### src/icw_pkg.sv
// Constants shared by the input capture window block
package icw_pkg;

  // ----------------------------------------
  // Register offsets
  // ----------------------------------------
  localparam logic [7:0] ICW_HSTART_LO = 8'h00;
  localparam logic [7:0] ICW_HSTART_HI = 8'h01;
  localparam logic [7:0] ICW_VSTART_LO = 8'h02;
  localparam logic [7:0] ICW_VSTART_HI = 8'h03;
  localparam logic [7:0] ICW_WIDTH_LO = 8'h04;
  localparam logic [7:0] ICW_WIDTH_HI = 8'h05;
  localparam logic [7:0] ICW_LINES_LO = 8'h06;
  localparam logic [7:0] ICW_LINES_HI = 8'h07;
  localparam logic [7:0] ICW_SAMPLES_LO = 8'h08;
  localparam logic [7:0] ICW_SAMPLES_HI = 8'h09;
  localparam logic [7:0] ICW_LCLK_LO = 8'h0a;
  localparam logic [7:0] ICW_LCLK_HI = 8'h0b;
  localparam logic [7:0] ICW_FLINES_LO = 8'h0c;
  localparam logic [7:0] ICW_FLINES_HI = 8'h0d;

  // ----------------------------------------
  // Field widths
  // ----------------------------------------
  localparam int ICW_HSTART_W = 11;
  localparam int ICW_VSTART_W = 12;
  localparam int ICW_WIDTH_W = 10;
  localparam int ICW_LINES_W = 10;
  localparam int ICW_SAMPLES_W = 11;
  localparam int ICW_LCLK_W = 10;
  localparam int ICW_FLINES_W = 12;

  // ----------------------------------------
  // Reset values and fixed bias
  // ----------------------------------------
  localparam logic [10:0] ICW_HSTART_RST = 11'h000;
  localparam logic [11:0] ICW_VSTART_RST = 12'h000;
  localparam logic [9:0] ICW_WIDTH_RST = 10'h000;
  localparam logic [9:0] ICW_LINES_RST = 10'h000;
  localparam logic [10:0] ICW_SAMPLES_RST = 11'h000;
  localparam logic [12:0] ICW_VBIAS = 13'h0001;

endpackage

### src/icw_pair_buf.sv
// Two-entry buffer with valid and ready on both sides
`timescale 1ns/100ps
module icw_pair_buf
#(
  parameter int WIDTH = 26,
  parameter int DEPTH = 2
)
(
  // Clock and reset
  input wire logic ref_clk,
  input wire logic reset,
  // Filling side
  input wire logic in_valid,
  output logic in_ready,
  input wire logic [WIDTH-1:0] in_data,
  // Draining side
  output logic out_valid,
  input wire logic out_ready,
  output logic [WIDTH-1:0] out_data
);

  localparam int AW = (DEPTH > 1) ? $clog2(DEPTH) : 1;

  logic [WIDTH-1:0] mem [DEPTH];
  logic [AW-1:0] wr_ptr;
  logic [AW-1:0] rd_ptr;
  logic [AW:0] count;
  logic push;
  logic pop;

  assign in_ready = (count != (AW+1)'(DEPTH));
  assign out_valid = (count != '0);
  assign push = in_valid && in_ready;
  assign pop = out_valid && out_ready;
  // Entries are flip-flops, but the head word reaches out_data through an rd_ptr mux
  assign out_data = mem[rd_ptr];

  always_ff @(posedge ref_clk)
  begin
    if (push)
    begin
      mem[wr_ptr] <= in_data;
    end
  end

  always_ff @(posedge ref_clk)
  begin
    if (reset)
    begin
      wr_ptr <= '0;
      rd_ptr <= '0;
      count <= '0;
    end
    else
    begin
      if (push)
      begin
        wr_ptr <= (wr_ptr == AW'(DEPTH - 1)) ? '0 : wr_ptr + AW'(1);
      end
      if (pop)
      begin
        rd_ptr <= (rd_ptr == AW'(DEPTH - 1)) ? '0 : rd_ptr + AW'(1);
      end
      if (push && !pop)
      begin
        count <= count + (AW+1)'(1);
      end
      else if (pop && !push)
      begin
        count <= count - (AW+1)'(1);
      end
    end
  end

endmodule

### src/icw_capture.sv
// Input capture window: registers, window selection and line measurement
`timescale 1ns/100ps
//
// Contract
// [RL1] Hold 11-bit horizontal start, split three/eight
// [RL2] Start beyond line samples writes no pixels
// [RL3] Hold 12-bit vertical start, one-line bias
// [RL4] Vertical start limited by measured frame lines
// [RL5] Store exactly active width pixels per line
// [RL6] Active width at most 1023, below samples-1
// [RL7] NTSC output width budget below 894
// [RL8] PAL output width budget below 1125
// [RL9] Store programmed line count per field
// [RL10] Line count bounded by scaled measured lines
// [RL11] Line count plus offsets below 525/625
// [RL12] Hold 11-bit line sample terminal count
// [RL13] Sampling PLL divider from line sample count
// [RL14] Samples times line rate 16-50 MHz
// [RL15] Measure subcarrier clocks per line, read-only
// [RL16] Unused register bits read back zero
// [RL17] Window settings change only at frame boundary
module icw_capture
  import icw_pkg::*;
#(
  parameter int PIX_W = 24,
  parameter int BUF_DEPTH = 2
)
(
  // Clock and reset
  input wire logic ref_clk,
  input wire logic reset,
  // Register port
  input wire logic [7:0] reg_addr,
  input wire logic reg_write,
  input wire logic [7:0] reg_wdata,
  input wire logic reg_read,
  output logic [7:0] reg_rdata,
  // Incoming video
  input wire logic hsync,
  input wire logic vsync,
  input wire logic pix_valid,
  input wire logic [PIX_W-1:0] pix_data,
  output logic pix_ready,
  input wire logic fsc_tick,
  // Sampling clock PLL
  output logic [ICW_SAMPLES_W-1:0] pll_divider,
  // Frame store writer
  output logic fs_valid,
  input wire logic fs_ready,
  output logic [PIX_W-1:0] fs_data,
  output logic fs_line_start,
  output logic fs_frame_start
);

  // ----------------------------------------
  // Programmed settings
  // ----------------------------------------
  logic [ICW_HSTART_W-1:0] capture_hstart;
  logic [ICW_VSTART_W-1:0] capture_vstart;
  logic [ICW_WIDTH_W-1:0] active_width;
  logic [ICW_LINES_W-1:0] stored_lines;
  logic [ICW_SAMPLES_W-1:0] line_samples;

  always_ff @(posedge ref_clk)
  begin
    if (reset)
    begin
      capture_hstart <= ICW_HSTART_RST;
      capture_vstart <= ICW_VSTART_RST;
      active_width <= ICW_WIDTH_RST;
      stored_lines <= ICW_LINES_RST;
      line_samples <= ICW_SAMPLES_RST;
    end
    else if (reg_write)
    begin
      if (reg_addr == ICW_HSTART_LO)
        capture_hstart[7:0] <= reg_wdata; // [RL1]
      else if (reg_addr == ICW_HSTART_HI)
        capture_hstart[10:8] <= reg_wdata[2:0]; // [RL1]
      else if (reg_addr == ICW_VSTART_LO)
        capture_vstart[7:0] <= reg_wdata; // [RL3]
      else if (reg_addr == ICW_VSTART_HI)
        capture_vstart[11:8] <= reg_wdata[3:0]; // [RL3]
      else if (reg_addr == ICW_WIDTH_LO)
        active_width[7:0] <= reg_wdata; // [RL5]
      else if (reg_addr == ICW_WIDTH_HI)
        active_width[9:8] <= reg_wdata[1:0]; // [RL5]
      else if (reg_addr == ICW_LINES_LO)
        stored_lines[7:0] <= reg_wdata; // [RL9]
      else if (reg_addr == ICW_LINES_HI)
        stored_lines[9:8] <= reg_wdata[1:0]; // [RL9]
      else if (reg_addr == ICW_SAMPLES_LO)
        line_samples[7:0] <= reg_wdata; // [RL12]
      else if (reg_addr == ICW_SAMPLES_HI)
        line_samples[10:8] <= reg_wdata[2:0]; // [RL12]
    end
  end

  // PLL is retuned at once; holding it to a frame edge gains nothing
  always_ff @(posedge ref_clk)
  begin
    if (reset)
      pll_divider <= ICW_SAMPLES_RST;
    else
      pll_divider <= line_samples; // [RL13]
  end

  // ----------------------------------------
  // Sync edges
  // ----------------------------------------
  logic hsync_d;
  logic vsync_d;
  logic h_lead;
  logic v_lead;

  always_ff @(posedge ref_clk)
  begin
    if (reset)
    begin
      hsync_d <= 1'b0;
      vsync_d <= 1'b0;
    end
    else
    begin
      hsync_d <= hsync;
      vsync_d <= vsync;
    end
  end

  assign h_lead = hsync && !hsync_d;
  assign v_lead = vsync && !vsync_d;

  // ----------------------------------------
  // Frame-boundary shadows
  // ----------------------------------------
  logic [ICW_HSTART_W-1:0] act_hstart;
  logic [ICW_VSTART_W-1:0] act_vstart;
  logic [ICW_WIDTH_W-1:0] act_width;
  logic [ICW_LINES_W-1:0] act_lines;
  logic [ICW_SAMPLES_W-1:0] act_samples;

  // A frame in progress keeps its window even if software rewrites it
  always_ff @(posedge ref_clk)
  begin
    if (reset)
    begin
      act_hstart <= ICW_HSTART_RST;
      act_vstart <= ICW_VSTART_RST;
      act_width <= ICW_WIDTH_RST;
      act_lines <= ICW_LINES_RST;
      act_samples <= ICW_SAMPLES_RST;
    end
    else if (v_lead)
    begin
      act_hstart <= capture_hstart; // [RL17]
      act_vstart <= capture_vstart; // [RL17]
      act_width <= active_width; // [RL17]
      act_lines <= stored_lines; // [RL17]
      act_samples <= line_samples; // [RL17]
    end
  end

  // ----------------------------------------
  // Position counters
  // ----------------------------------------
  logic [ICW_SAMPLES_W-1:0] pix_cnt;
  logic [ICW_FLINES_W-1:0] line_cnt;
  logic pix_sat;
  logic line_sat;

  assign pix_sat = (pix_cnt == '1);
  assign line_sat = (line_cnt == '1);

  always_ff @(posedge ref_clk)
  begin
    if (reset)
      pix_cnt <= '0;
    else if (h_lead)
      pix_cnt <= '0;
    else if (pix_valid && pix_ready && !pix_sat)
      pix_cnt <= pix_cnt + ICW_SAMPLES_W'(1);
  end

  always_ff @(posedge ref_clk)
  begin
    if (reset)
      line_cnt <= '0;
    else if (v_lead)
      line_cnt <= '0;
    else if (h_lead && !line_sat)
      line_cnt <= line_cnt + ICW_FLINES_W'(1);
  end

  // ----------------------------------------
  // Window selection
  // ----------------------------------------
  logic [12:0] v_first;
  logic [12:0] v_end;
  logic [11:0] h_end;
  logic in_rows;
  logic in_cols;
  logic h_legal;
  logic take;
  logic first_row;
  logic first_col;

  assign v_first = {1'b0, act_vstart} + ICW_VBIAS; // [RL3]
  assign v_end = v_first + {3'b000, act_lines}; // [RL9]
  assign in_rows = ({1'b0, line_cnt} >= v_first)
    && ({1'b0, line_cnt} < v_end); // [RL9]
  assign h_end = {1'b0, act_hstart} + {2'b00, act_width}; // [RL5]
  assign in_cols = ({1'b0, pix_cnt} >= {1'b0, act_hstart})
    && ({1'b0, pix_cnt} < h_end); // [RL5]
  // An illegal start beyond the line's samples suppresses all writes
  assign h_legal = (act_hstart <= act_samples); // [RL2]
  assign take = pix_valid && in_rows && in_cols && h_legal;
  assign first_row = ({1'b0, line_cnt} == v_first);
  assign first_col = (pix_cnt == act_hstart);

  // ----------------------------------------
  // Frame store path
  // ----------------------------------------
  logic buf_ready;
  logic [PIX_W+1:0] buf_out;

  // Back-pressure is offered to the source only inside the window
  assign pix_ready = !take || buf_ready;

  icw_pair_buf #(
    .WIDTH(PIX_W + 2),
    .DEPTH(BUF_DEPTH)
  ) u_buf (
    .ref_clk(ref_clk),
    .reset(reset),
    .in_valid(take),
    .in_ready(buf_ready),
    .in_data({first_row && first_col, first_col, pix_data}),
    .out_valid(fs_valid),
    .out_ready(fs_ready),
    .out_data(buf_out)
  );

  assign fs_data = buf_out[PIX_W-1:0];
  assign fs_line_start = buf_out[PIX_W];
  assign fs_frame_start = buf_out[PIX_W+1];

  // ----------------------------------------
  // Line and frame measurement
  // ----------------------------------------
  logic [ICW_LCLK_W-1:0] fsc_cnt;
  logic [ICW_LCLK_W-1:0] measured_line_clocks;
  logic [ICW_FLINES_W-1:0] measured_frame_lines;

  // Counts saturate so a lost sync reads as the top value, not a wrap
  always_ff @(posedge ref_clk)
  begin
    if (reset)
    begin
      fsc_cnt <= '0;
      measured_line_clocks <= '0;
    end
    else if (h_lead)
    begin
      measured_line_clocks <= fsc_cnt; // [RL15]
      fsc_cnt <= fsc_tick ? ICW_LCLK_W'(1) : '0;
    end
    else if (fsc_tick && fsc_cnt != '1)
    begin
      fsc_cnt <= fsc_cnt + ICW_LCLK_W'(1); // [RL15]
    end
  end

  always_ff @(posedge ref_clk)
  begin
    if (reset)
      measured_frame_lines <= '0;
    else if (v_lead)
      measured_frame_lines <= line_cnt; // [RL4]
  end

  // ----------------------------------------
  // Register read-back
  // ----------------------------------------
  logic [7:0] next_rdata;

  always_comb
  begin
    next_rdata = 8'h00; // [RL16]
    if (reg_addr == ICW_HSTART_LO)
      next_rdata = capture_hstart[7:0];
    else if (reg_addr == ICW_HSTART_HI)
      next_rdata = {5'h00, capture_hstart[10:8]}; // [RL16]
    else if (reg_addr == ICW_VSTART_LO)
      next_rdata = capture_vstart[7:0];
    else if (reg_addr == ICW_VSTART_HI)
      next_rdata = {4'h0, capture_vstart[11:8]}; // [RL16]
    else if (reg_addr == ICW_WIDTH_LO)
      next_rdata = active_width[7:0];
    else if (reg_addr == ICW_WIDTH_HI)
      next_rdata = {6'h00, active_width[9:8]}; // [RL16]
    else if (reg_addr == ICW_LINES_LO)
      next_rdata = stored_lines[7:0];
    else if (reg_addr == ICW_LINES_HI)
      next_rdata = {6'h00, stored_lines[9:8]}; // [RL16]
    else if (reg_addr == ICW_SAMPLES_LO)
      next_rdata = line_samples[7:0];
    else if (reg_addr == ICW_SAMPLES_HI)
      next_rdata = {5'h00, line_samples[10:8]}; // [RL16]
    else if (reg_addr == ICW_LCLK_LO)
      next_rdata = measured_line_clocks[7:0]; // [RL15]
    else if (reg_addr == ICW_LCLK_HI)
      next_rdata = {6'h00, measured_line_clocks[9:8]}; // [RL15]
    else if (reg_addr == ICW_FLINES_LO)
      next_rdata = measured_frame_lines[7:0]; // [RL4]
    else if (reg_addr == ICW_FLINES_HI)
      next_rdata = {4'h0, measured_frame_lines[11:8]}; // [RL4]
  end

  always_ff @(posedge ref_clk)
  begin
    if (reset)
      reg_rdata <= 8'h00;
    else if (reg_read)
      reg_rdata <= next_rdata;
  end

endmodule

### config.mk
export PLATFORM = sky130hd
export DESIGN_NAME = icw_capture
export DESIGN_NICKNAME = d
export VERILOG_FILES = /design/src/icw_pkg.sv /design/src/icw_pair_buf.sv /design/src/icw_capture.sv
export SDC_FILE = /design/constraint.sdc
export NUM_CORES = 1
export LEC_CHECK = 0
export ABC_AREA = 1
export BUFFER_PORTS_ARGS = -buffer_cell sky130_fd_sc_hd__buf_2
export CAP_MARGIN = 20
export CELL_PAD_IN_SITES_DETAIL_PLACEMENT = 1
export CELL_PAD_IN_SITES_GLOBAL_PLACEMENT = 2
export CORE_UTILIZATION = 33
export CTS_CLUSTER_DIAMETER = 100
export DETAILED_ROUTE_END_ITERATION = 8
export PLACE_DENSITY = 0.82
export SLEW_MARGIN = 20
export SYNTH_ARGS = -nofsm -noshare
export SYNTH_HDL_FRONTEND = slang
export SYNTH_SLANG_ARGS = --single-unit
### constraint.sdc
create_clock -name ref_clk -period 4.89 [get_ports ref_clk]
set_clock_uncertainty 0.2 [all_clocks]
set_input_delay 0.489 -clock ref_clk [delete_from_list [all_inputs] [get_ports ref_clk]]
set_output_delay 0.489 -clock ref_clk [all_outputs]
set_load 0.03 [all_outputs]
==> results of run 1 <==
-- routing by layer --
layer / vias to the layer above / routed length [um] / track usage [%] / share of wire, %
met1: 4879 / 17700 / 27.7 / 49
li1: 5096 / - / - / -
met5: - / 0 / 0 / 0
met3: 39 / 1450 / 2.33 / 4.0
met4: 0 / 605 / 3.63 / 1.7
met2: 193 / 16600 / 33.6 / 46
-- layout by cell type (no fill, tap or decap), drive strengths merged, types with 2 or more instances in the layout --
cell / Yosys / final
nand3b: 2 / 2
a31oi: 3 / 3
a221oi: 7 / 7
nand2: 199 / 199
buf: 8 / 104
edfxtp: 52 / 52
nand4: 20 / 20
bufinv: 0 / 5
o21a: 2 / 2
clkbuf: 36 / 39
nor4: 7 / 7
clkinv: 2 / 8
nor3: 26 / 26
xnor2: 13 / 13
dlygate4sd3: 0 / 26
a211oi: 15 / 15
mux2: 26 / 26
o21ai: 148 / 148
o21bai: 4 / 4
nor3b: 2 / 2
ha: 84 / 84
nor2: 142 / 142
xor2: 19 / 19
inv: 176 / 177
a21oi: 192 / 192
o221ai: 3 / 3
o22ai: 2 / 2
nand3: 42 / 42
fa: 2 / 2
dfxtp: 189 / 189
-- cells by family after synthesis --
family | Yosys count
xor gates and xnor gates | 32
DFF | 241
muxes | 26
adders and majority gates | 86
and+or+nand+nor | 443
AOI/OAI and AO/OA | 383
buffers and inverters | 222
-- through the flow --
step	area [um2]	setup WS, ps
final	14100	378
after CTS	14100	25.4
after detailed placement	12800	372
after global routing	14100	-2.10
after floorplan	11800	114
after global placement	12800	492
-- final timing paths --
check	slack [ps]	cells past startpoint	end	start
max reg2reg	640	26	u_buf.count[1]	act_vstart[0]
min reg2reg	260	2	act_samples[6]	act_samples[6]
max	380	21	pix_ready	act_vstart[0]
min	80	3	stored_lines[5]	reg_wdata[5]
-- registers in the layout, summed over array words and instances, names as in the netlist, 10 cells and up, named ones only --
| name | cells |
|---|---|
| act_hstart | 11 |
| act_lines | 10 |
| act_samples | 11 |
| act_vstart | 12 |
| act_width | 10 |
| active_width | 10 |
| capture_hstart | 11 |
| capture_vstart | 12 |
| fsc_cnt | 10 |
| line_cnt | 12 |
| line_samples | 11 |
| measured_frame_lines | 12 |
| measured_line_clocks | 10 |
| pix_cnt | 11 |
| pll_divider | 11 |
| stored_lines | 10 |
| u_buf.mem | 52 |
-- power breakdown --
group	internal (mW)	switching [mW]	leakage, nW
Clock	1.45	0.866	0.512
Combinational	0.198	0.360	3.31
Sequential	2.09	0.0556	2.00
-- worst reg2reg max path: cells and delay by family (launching register included) --
kind | cells | cell delay (ps)
xor gates and xnor gates | 1 | 170
adders and majority gates | 4 | 1040
DFF | 1 | 360
buffers and inverters | 2 | 120
AOI/OAI and AO/OA | 8 | 1110
and+or+nand+nor | 11 | 1120
-- final cells by class --
cell class                 instances  area [um2]
fill                            4172       20700
multi-input combinational        970        5700
sequential                       241        5350
clock buffer                      39         826
timing repair buffer             130         810
inverter                         178         668
tap                              455         569
clock inverter                    13         219
-- repair_timing --
action | in CTS | in global routing
hold buffers | 26 | 0
pin swaps | 0 | 1
endpoints found under the hold margin | 50 | 0
resized for setup | 1 | 15
setup endpoints to repair | 1 | 19
==> flow_metrics.tcl, run 1 <==
set metrics [dict create \
    drive_above_1_share_pct 13.7 \
    yosysMostFrequentCell "nand2_1" \
    worst-path-buf-inv 3 \
    ys_dominant_reg_cell "dfxtp_1" \
    finalCriticalPeriod_ps 4510 \
    synth_nets 1568 \
    synth_adder_area_share_pct 9.22 \
    vias_per_cell 5.04 \
    areaGrowthSynthToFinish_pct 19.5 \
    num_vias 10207 \
    worstPathMaxFanout 5 \
    p_per_area_nw_per_um2 355 \
    cts_sinks 241 \
    n_antenna_cell 0 \
    critPathArrivalTime_ps 3820 \
    drt_iter0_drc 524 \
    gr-total-overflow 0 \
    outcome "complete, no violations" \
    grt_max_degree 68 \
    hold_path_class "in -> reg" \
    cp.required_ps 4200 \
    postCtsSetupBuffers 0 \
    synth-xor-area-share_pct 2.37 \
    first_pass_iters 5 \
    fin_util_pct 40.5 \
    slowest_stage "dfxtp_2" \
    synth_top_area_share_pct 32.0 \
    synthArstFlopShare_pct 0 \
    worst_pin_slew_ps 965 \
    root_buffer "clkbuf_16" \
    whs_ps 78.3 \
    slowest_delay_ps 360 \
    max_freq_ghz 0.222 \
    numPortBuffers 95 \
    core_area_um2 34900 \
    grt_pass1_vias 10312 \
    min_period_over_period_pct 92.3 \
    cts_tree "done" \
    start_kind "flip-flop" \
    ys_ff_latch 241 \
    synth_compound_area_share_pct 17.3 \
    hold_violations 0 \
    clk_pin_slew_ps 60 \
    insertion_delay_ps 550 \
    end_kind "primary output" \
    ant_nets 0 \
    synth_area_um2 11800 \
    cts_made_buffers 28 \
    maxCapViolations 0 \
    fp-row-count 68 \
    synth.mux.area_fraction_pct 2.47 \
    drt-total-wl_mm 36.4 \
    synth_top_family_by_area "compound AO/OA/AOI/OAI gates" \
    final_max_slew_viol_count 0 \
    synth_edf_count 52 \
    cts-htree-levels 1 \
    finalNetCount 1684 \
    io_pins 96 \
    path_cells "ha_4 > nand2_1 > nor2_2 > nand3_1 > nor2_1 > inv_1 > nand2_1 > inv_1 > ha_1 > a21oi_1 > a21boi_2 > o21ai_0 > nand2_1 > a21oi_1 > xor2_1 > ha_1 > nand2_1 > nand2_1 > nand2_2 > nand4_4 > buf_6" \
    globalplace.congestion 0.872 \
    synth.area.top_cells "dfxtp_1, edfxtp_1, ha_1" \
    yosysTopAreaCell "dfxtp_1" \
    crit_type "reg -> out" \
    synth_common_cells "nand2_1, a21oi_1, dfxtp_1" \
    drc 0 \
    clockBufferDepth 3 \
    grtUsageTotal_pct 20.0 \
    place_hpwl_mm 27.7 \
    dieWidth_um 191 \
    irDropWorstVdd_uv 262 \
    finalSetupTns_ps 0 \
    start_util_pct 33.9 \
    antenna_found_initial 1 \
    die_y_um 191 \
    ys_warn_count 0 \
    critPathTopFamily "simple AND/OR/NAND/NOR gates" \
    relSlewSlack_pct 35.5 \
    power_mw 5.02 \
    leakagePower_nw 5.82 \
    wire_per_inst_um 18.0 \
    synthSimpleGateAreaFrac_pct 16.4 \
    synthCells 1433 \
    yosysSeqAreaShare_pct 45.2 \
    dieArea_um2 36600 \
    placed_cells 1948 \
    stdcell_count 2026 \
    setup_viol 0 \
    syn_area_per_cell_um2 8.26 \
    cpMostUsedCell "nand2_1" \
    synth_cell_types 52 \
    grt_pass1_wl_mm 57.0 \
]
Power figures use the tool's default switching activity.
==> run 2: changes to the inputs <==
--- a/config.mk
+++ b/config.mk
@@ -10,6 +10,7 @@
 export CAP_MARGIN = 20
 export CELL_PAD_IN_SITES_DETAIL_PLACEMENT = 1
 export CELL_PAD_IN_SITES_GLOBAL_PLACEMENT = 2
+export CORE_ASPECT_RATIO = 0.7
 export CORE_UTILIZATION = 33
 export CTS_CLUSTER_DIAMETER = 100
 export DETAILED_ROUTE_END_ITERATION = 8
==> flow_metrics.tcl, run 2 (synthesized netlist as in run 1, its figures left out) <==
set metrics [dict create \
    outcome "complete, no violations" \
    pwr-share-seq_pct 44.8 \
    crit_type "reg -> out" \
    hold_end "stored_lines[3]" \
    drc 0 \
    postCtsSetupBuffers 0 \
    grt_max_degree 57 \
    io_pins 96 \
    hold_violations 0 \
    drive_above_1_share_pct 13.5 \
    ant_nets 0 \
    worstPathMaxFanout 4 \
    cts-htree-levels 1 \
    clockBufferDepth 3 \
    power.internal_mw 3.52 \
    placed_cells 1966 \
    insertion_delay_ps 540 \
    final_cell_mix "nand2_1, a21oi_1, dfxtp_1, inv_1, o21ai_0" \
    irDropWorstVdd_uv 237 \
    r2r_cells 27 \
    finalNetCount 1684 \
    n_antenna_cell 0 \
    cts_tree "done" \
    stdcell_count 2042 \
    p_per_area_nw_per_um2 340 \
    start_util_pct 33.8 \
    end_kind "primary output" \
    swShare_pct 26.3 \
    maxCapViolations 0 \
    start_kind "flip-flop" \
    max_freq_ghz 0.217 \
    final_max_slew_viol_count 0 \
    drt_iter0_drc 698 \
    cts_made_buffers 27 \
    hold_path_class "in -> reg" \
    cp.required_ps 4200 \
    final_common_cell "nand2_1" \
    reg2reg_from "act_vstart[0]" \
    cts_sinks 241 \
    wire_per_inst_um 18.6 \
    worst_pin_slew_ps 1070 \
    areaGrowthSynthToFinish_pct 18.8 \
    grtUsageTotal_pct 20.6 \
    hold_depth 3 \
    post-place-ws_ps 298 \
    critPathArrivalTime_ps 3930 \
    grt_pass1_vias 10383 \
    place_hpwl_mm 28.9 \
    core_area_um2 35000 \
    final.fill_count 4170 \
    root_buffer "clkbuf_16" \
    min_period_over_period_pct 94.4 \
    worstReg2RegEnd "u_buf.count[1]" \
    clk_pin_slew_ps 60 \
    relSlewSlack_pct 28.2 \
    largest_reg_flops 52 \
    antenna_found_initial 0 \
    dieWidth_um 228 \
    setup_viol 0 \
    rsz0062_at_grt "false" \
    numPortBuffers 95 \
    globalplace.congestion 0.818 \
    grt_pass1_wl_mm 59.4 \
    hp-start "reg_wdata[3]" \
    p_switching_mw 1.26 \
    finalCriticalPeriod_ps 4620 \
    dieArea_um2 36600 \
    fin_ws_ps 275 \
    combPwrFrac_pct 11.8 \
    die_y_um 160 \
    r2r_setup_slack_ps 450 \
    finalSetupTns_ps 0 \
    leakagePower_nw 5.75 \
    top_register "u_buf.mem" \
    first_pass_iters 5 \
    drt-total-wl_mm 38.0 \
    num_vias 10362 \
    gr-total-overflow 0 \
    fp-row-count 57 \
    clkPwrFrac_pct 43.4 \
    whs_ps 86.1 \
    vias_per_cell 5.07 \
]
## run 2: critical path, cell delays in order, from the launching register on
cell	delay, ps
dfxtp_1	380
nand2_1	130
nor2_4	190
nand3_1	130
xor2_2	170
inv_1	90
ha_1	330
a21oi_1	200
nand3_1	170
a31oi_2	180
xor2_1	190
ha_1	270
nand2_1	80
nor2_1	50
nor3_1	150
nand2_1	80
nand2_1	60
nand2_1	50
nand2_1	50
nand2_1	60
nand2_2	80
nand4_2	110
clkbuf_4	210
## run 2: repair_timing
action | 4_1_cts | 5_1_grt
setup endpoints to repair | 0 | 2
hold buffers | 26 | 0
hold endpoints to repair | 50 | 0
resized for setup | 0 | 15
## run 2: power by group through the flow
stage / logic (mW) / clock network, mW / registers [mW]
floorplan: 0.382 / 0 / 2.16
global placement: 0.523 / 0 / 2.18
detailed placement: 0.539 / 0 / 2.19
CTS: 0.561 / 2.12 / 2.14
global route: 0.628 / 2.20 / 2.15
finish: 0.564 / 2.08 / 2.14
## run 2: worst max-delay path by stage
stage	cells past startpoint	startpoint	slack, ps	endpoint
after CTS	24	act_vstart[0]	70	pix_ready
after floorplan	26	act_vstart[0]	110	u_buf.mem[0][0]
after detailed placement	29	act_vstart[0]	300	u_buf.count[1]
after global placement	29	act_vstart[0]	480	u_buf.count[1]
after global routing	22	act_vstart[0]	20	pix_ready
final	22	act_vstart[0]	270	pix_ready
## run 2: through the flow
stage / instance area (um2) / power, mW / util, %
final: 14100 / 4.78 / 40.1
after detailed placement: 12800 / 2.72 / 36.6
after floorplan: 11800 / 2.54 / -
after global routing: 14100 / 4.98 / 40.1
after global placement: 12800 / 2.71 / 36.6
after CTS: 14000 / 4.83 / 40.0
## run 2: layer usage
| layer | track usage, % | vias up | part of all wire [%] |
|---|---|---|---|
| met4 | 3.57 | 0 | 1.4 |
| met1 | 31.2 | 5045 | 51 |
| met3 | 2.61 | 31 | 4.5 |
| met2 | 31.5 | 186 | 43 |
| met5 | 0 | - | 0 |
| li1 | - | 5100 | - |
## run 2: area by class of cell
class / count / area (um2) / share of cell area, %
multi-input combinational: 970 / 5710 / 40.6
inverter: 178 / 668 / 4.75
sequential: 241 / 5350 / 38.0
clock inverter: 13 / 155 / 1.10
clock buffer: 37 / 753 / 5.36
timing repair buffer: 131 / 838 / 5.96
tap: 472 / 591 / 4.20
==> run 3: changes to the inputs <==
==> constraint.sdc (replaced) <==
create_clock -name ref_clk -period 3.73 [get_ports ref_clk]
set_clock_uncertainty 0.2 [all_clocks]
set_input_delay 0.373 -clock ref_clk [delete_from_list [all_inputs] [get_ports ref_clk]]
set_output_delay 0.373 -clock ref_clk [all_outputs]
set_load 0.03 [all_outputs]
==> flow_metrics.tcl, run 3 (synthesized netlist as in run 1, its figures left out) <==
set metrics [dict create \
    r2r_cells 29 \
    r2r_setup_slack_ps -550 \
    grt_max_degree 53 \
    hold_path_class "in -> reg" \
    cts_made_buffers 26 \
    finalNetCount 1784 \
    start_kind "flip-flop" \
    outcome "finished with violations" \
    clk_pin_slew_ps 60 \
    final_cell_mix "nand2_1, dfxtp_1, a21oi_1, inv_1, o21ai_0" \
    hold_violations 0 \
    drc 0 \
    finalCriticalPeriod_ps 4380 \
    n_antenna_cell 0 \
    grt_pass1_vias 11059 \
    antenna_found_initial 1 \
    reg2reg_from "act_vstart[0]" \
    setup_viol 67 \
    cts-htree-levels 1 \
    irDropWorstVdd_uv 310 \
    largest_reg_flops 52 \
    worstPathMaxFanout 3 \
    first_pass_iters 5 \
    num_vias 10870 \
    cts_tree "done" \
    die_y_um 160 \
    cts_sinks 241 \
    areaGrowthSynthToFinish_pct 28.9 \
    place_hpwl_mm 30.9 \
    final_common_cell "nand2_1" \
    cpMostUsedCell "nand2_1" \
    hold_end "stored_lines[6]" \
    wire_per_inst_um 19.0 \
    grt_pass1_wl_mm 63.1 \
    leakagePower_nw 6.33 \
    numPortBuffers 95 \
    gr-total-overflow 0 \
    clockBufferDepth 3 \
    max_freq_ghz 0.228 \
    relSlewSlack_pct 34.5 \
    end_kind "primary output" \
    hp-start "reg_wdata[6]" \
    dieArea_um2 36600 \
    crit_type "reg -> out" \
    insertion_delay_ps 540 \
    vias_per_cell 5.08 \
    grtUsageTotal_pct 22.1 \
    final_max_slew_viol_count 0 \
    fin_ws_ps -650 \
    p_per_area_nw_per_um2 416 \
    rsz0062_at_grt "true" \
    path_cells "nand2_4 > nor2_4 > buf_4 > buf_4 > nand2_1 > xor2_2 > ha_1 > a21o_1 > a31oi_4 > xor2_1 > ha_1 > nand2_1 > inv_1 > nor3_2 > nand2_1 > nand2_1 > nand2_1 > nand2_1 > nand2_1 > nand2_2 > nand4_4 > buf_6" \
    top_register "u_buf.mem" \
    core_area_um2 35000 \
    fp-row-count 57 \
    drt-total-wl_mm 40.7 \
    power_mw 6.34 \
    fin_util_pct 43.5 \
    slowest_stage "dfxtp_4" \
    dieWidth_um 228 \
    worst_pin_slew_ps 974 \
    maxCapViolations 0 \
    min_period_over_period_pct 117 \
    globalplace.congestion 0.906 \
    worstReg2RegEnd "u_buf.count[1]" \
    ant_nets 0 \
    hold_depth 3 \
    drt_iter0_drc 664 \
    cp.required_ps 3160 \
    root_buffer "clkbuf_16" \
    io_pins 96 \
    critPathArrivalTime_ps 3810 \
    drive_above_1_share_pct 21.7 \
    slowest_delay_ps 380 \
    start_util_pct 33.8 \
    violations "negative setup slack" \
]
-- run 3: cell count changes in the layout (fill, tap and decap cells not counted), sizes merged --
cell and delta:
dlygate4sd3 +7, clkinv -4, buf +94, bufinv -1
clkbuf -1, nand3 +1
-- run 3: report_power, final --
part | total [mW] | switching [mW] | internal (mW)
combinational | 0.902 | 0.548 | 0.354
clock | 2.65 | 1.09 | 1.56
sequential | 2.79 | 0.0577 | 2.73
-- run 3: per-stage QoR --
step	hold WS [ps]	cells	TNS (ps)	instance area [um2]	setup slack (ps)
3_3_place_gp	250	2035	-11740	13500	-315
3_5_place_dp	264	2035	-21200	13500	-483
2_1_floorplan	225	1433	-4560	12000	-174
6_report	27.5	2138	-28600	15200	-650
5_1_grt	26.9	2138	-45670	15200	-884
4_1_cts	4.68	2139	-23070	15200	-597
-- run 3: timing repair --
| item | in CTS | in global routing |
|---|---|---|
| setup buffers | 22 | 4 |
| pin swaps | 32 | 8 |
| gates resized for setup | 53 | 30 |
| hold buffers | 33 | 0 |
| endpoints found under the hold margin | 60 | 0 |
| endpoints found under the setup margin | 67 | 67 |
| gates cloned | 5 | 0 |
-- run 3: final cells by class --
type                       instances  area [um2]
fill                            4143       19800
clock inverter                     8         108
inverter                         178         673
tap                              472         591
clock buffer                      37         763
timing repair buffer             231        1710
sequential                       241        5350
multi-input combinational        971        6050
-- run 3: metal layers --
metal | up-vias | GRT usage (%) | part of all wire, %
li1 | 5292 | - | -
met2 | 245 | 32.5 | 41
met1 | 5304 | 33.8 | 52
met5 | - | 0 | 0
met3 | 29 | 4.17 | 6.0
met4 | 0 | 3.20 | 1.1
-- run 3: critical path, delay by kind of cell, from the launching register on --
family                     cells  cell delay (ps)
AOI/OAI and AO/OA              2              360
DFF                            1              380
adders and majority gates      2              590
and+or+nand+nor               12             1140
xor gates and xnor gates       2              330
buffers and inverters          4              490
-- run 3: worst max-delay path by stage --
stage                        from  slack, ps  cells after the start         endpoint
floorplan           act_vstart[1]       -170                     26  u_buf.mem[0][0]
global placement    act_vstart[1]       -310                     29   u_buf.count[1]
detailed placement  act_vstart[1]       -480                     30   u_buf.count[1]
CTS                 act_vstart[0]       -600                     23        pix_ready
global route        act_vstart[1]       -880                     24        pix_ready
finish              act_vstart[0]       -650                     22        pix_ready
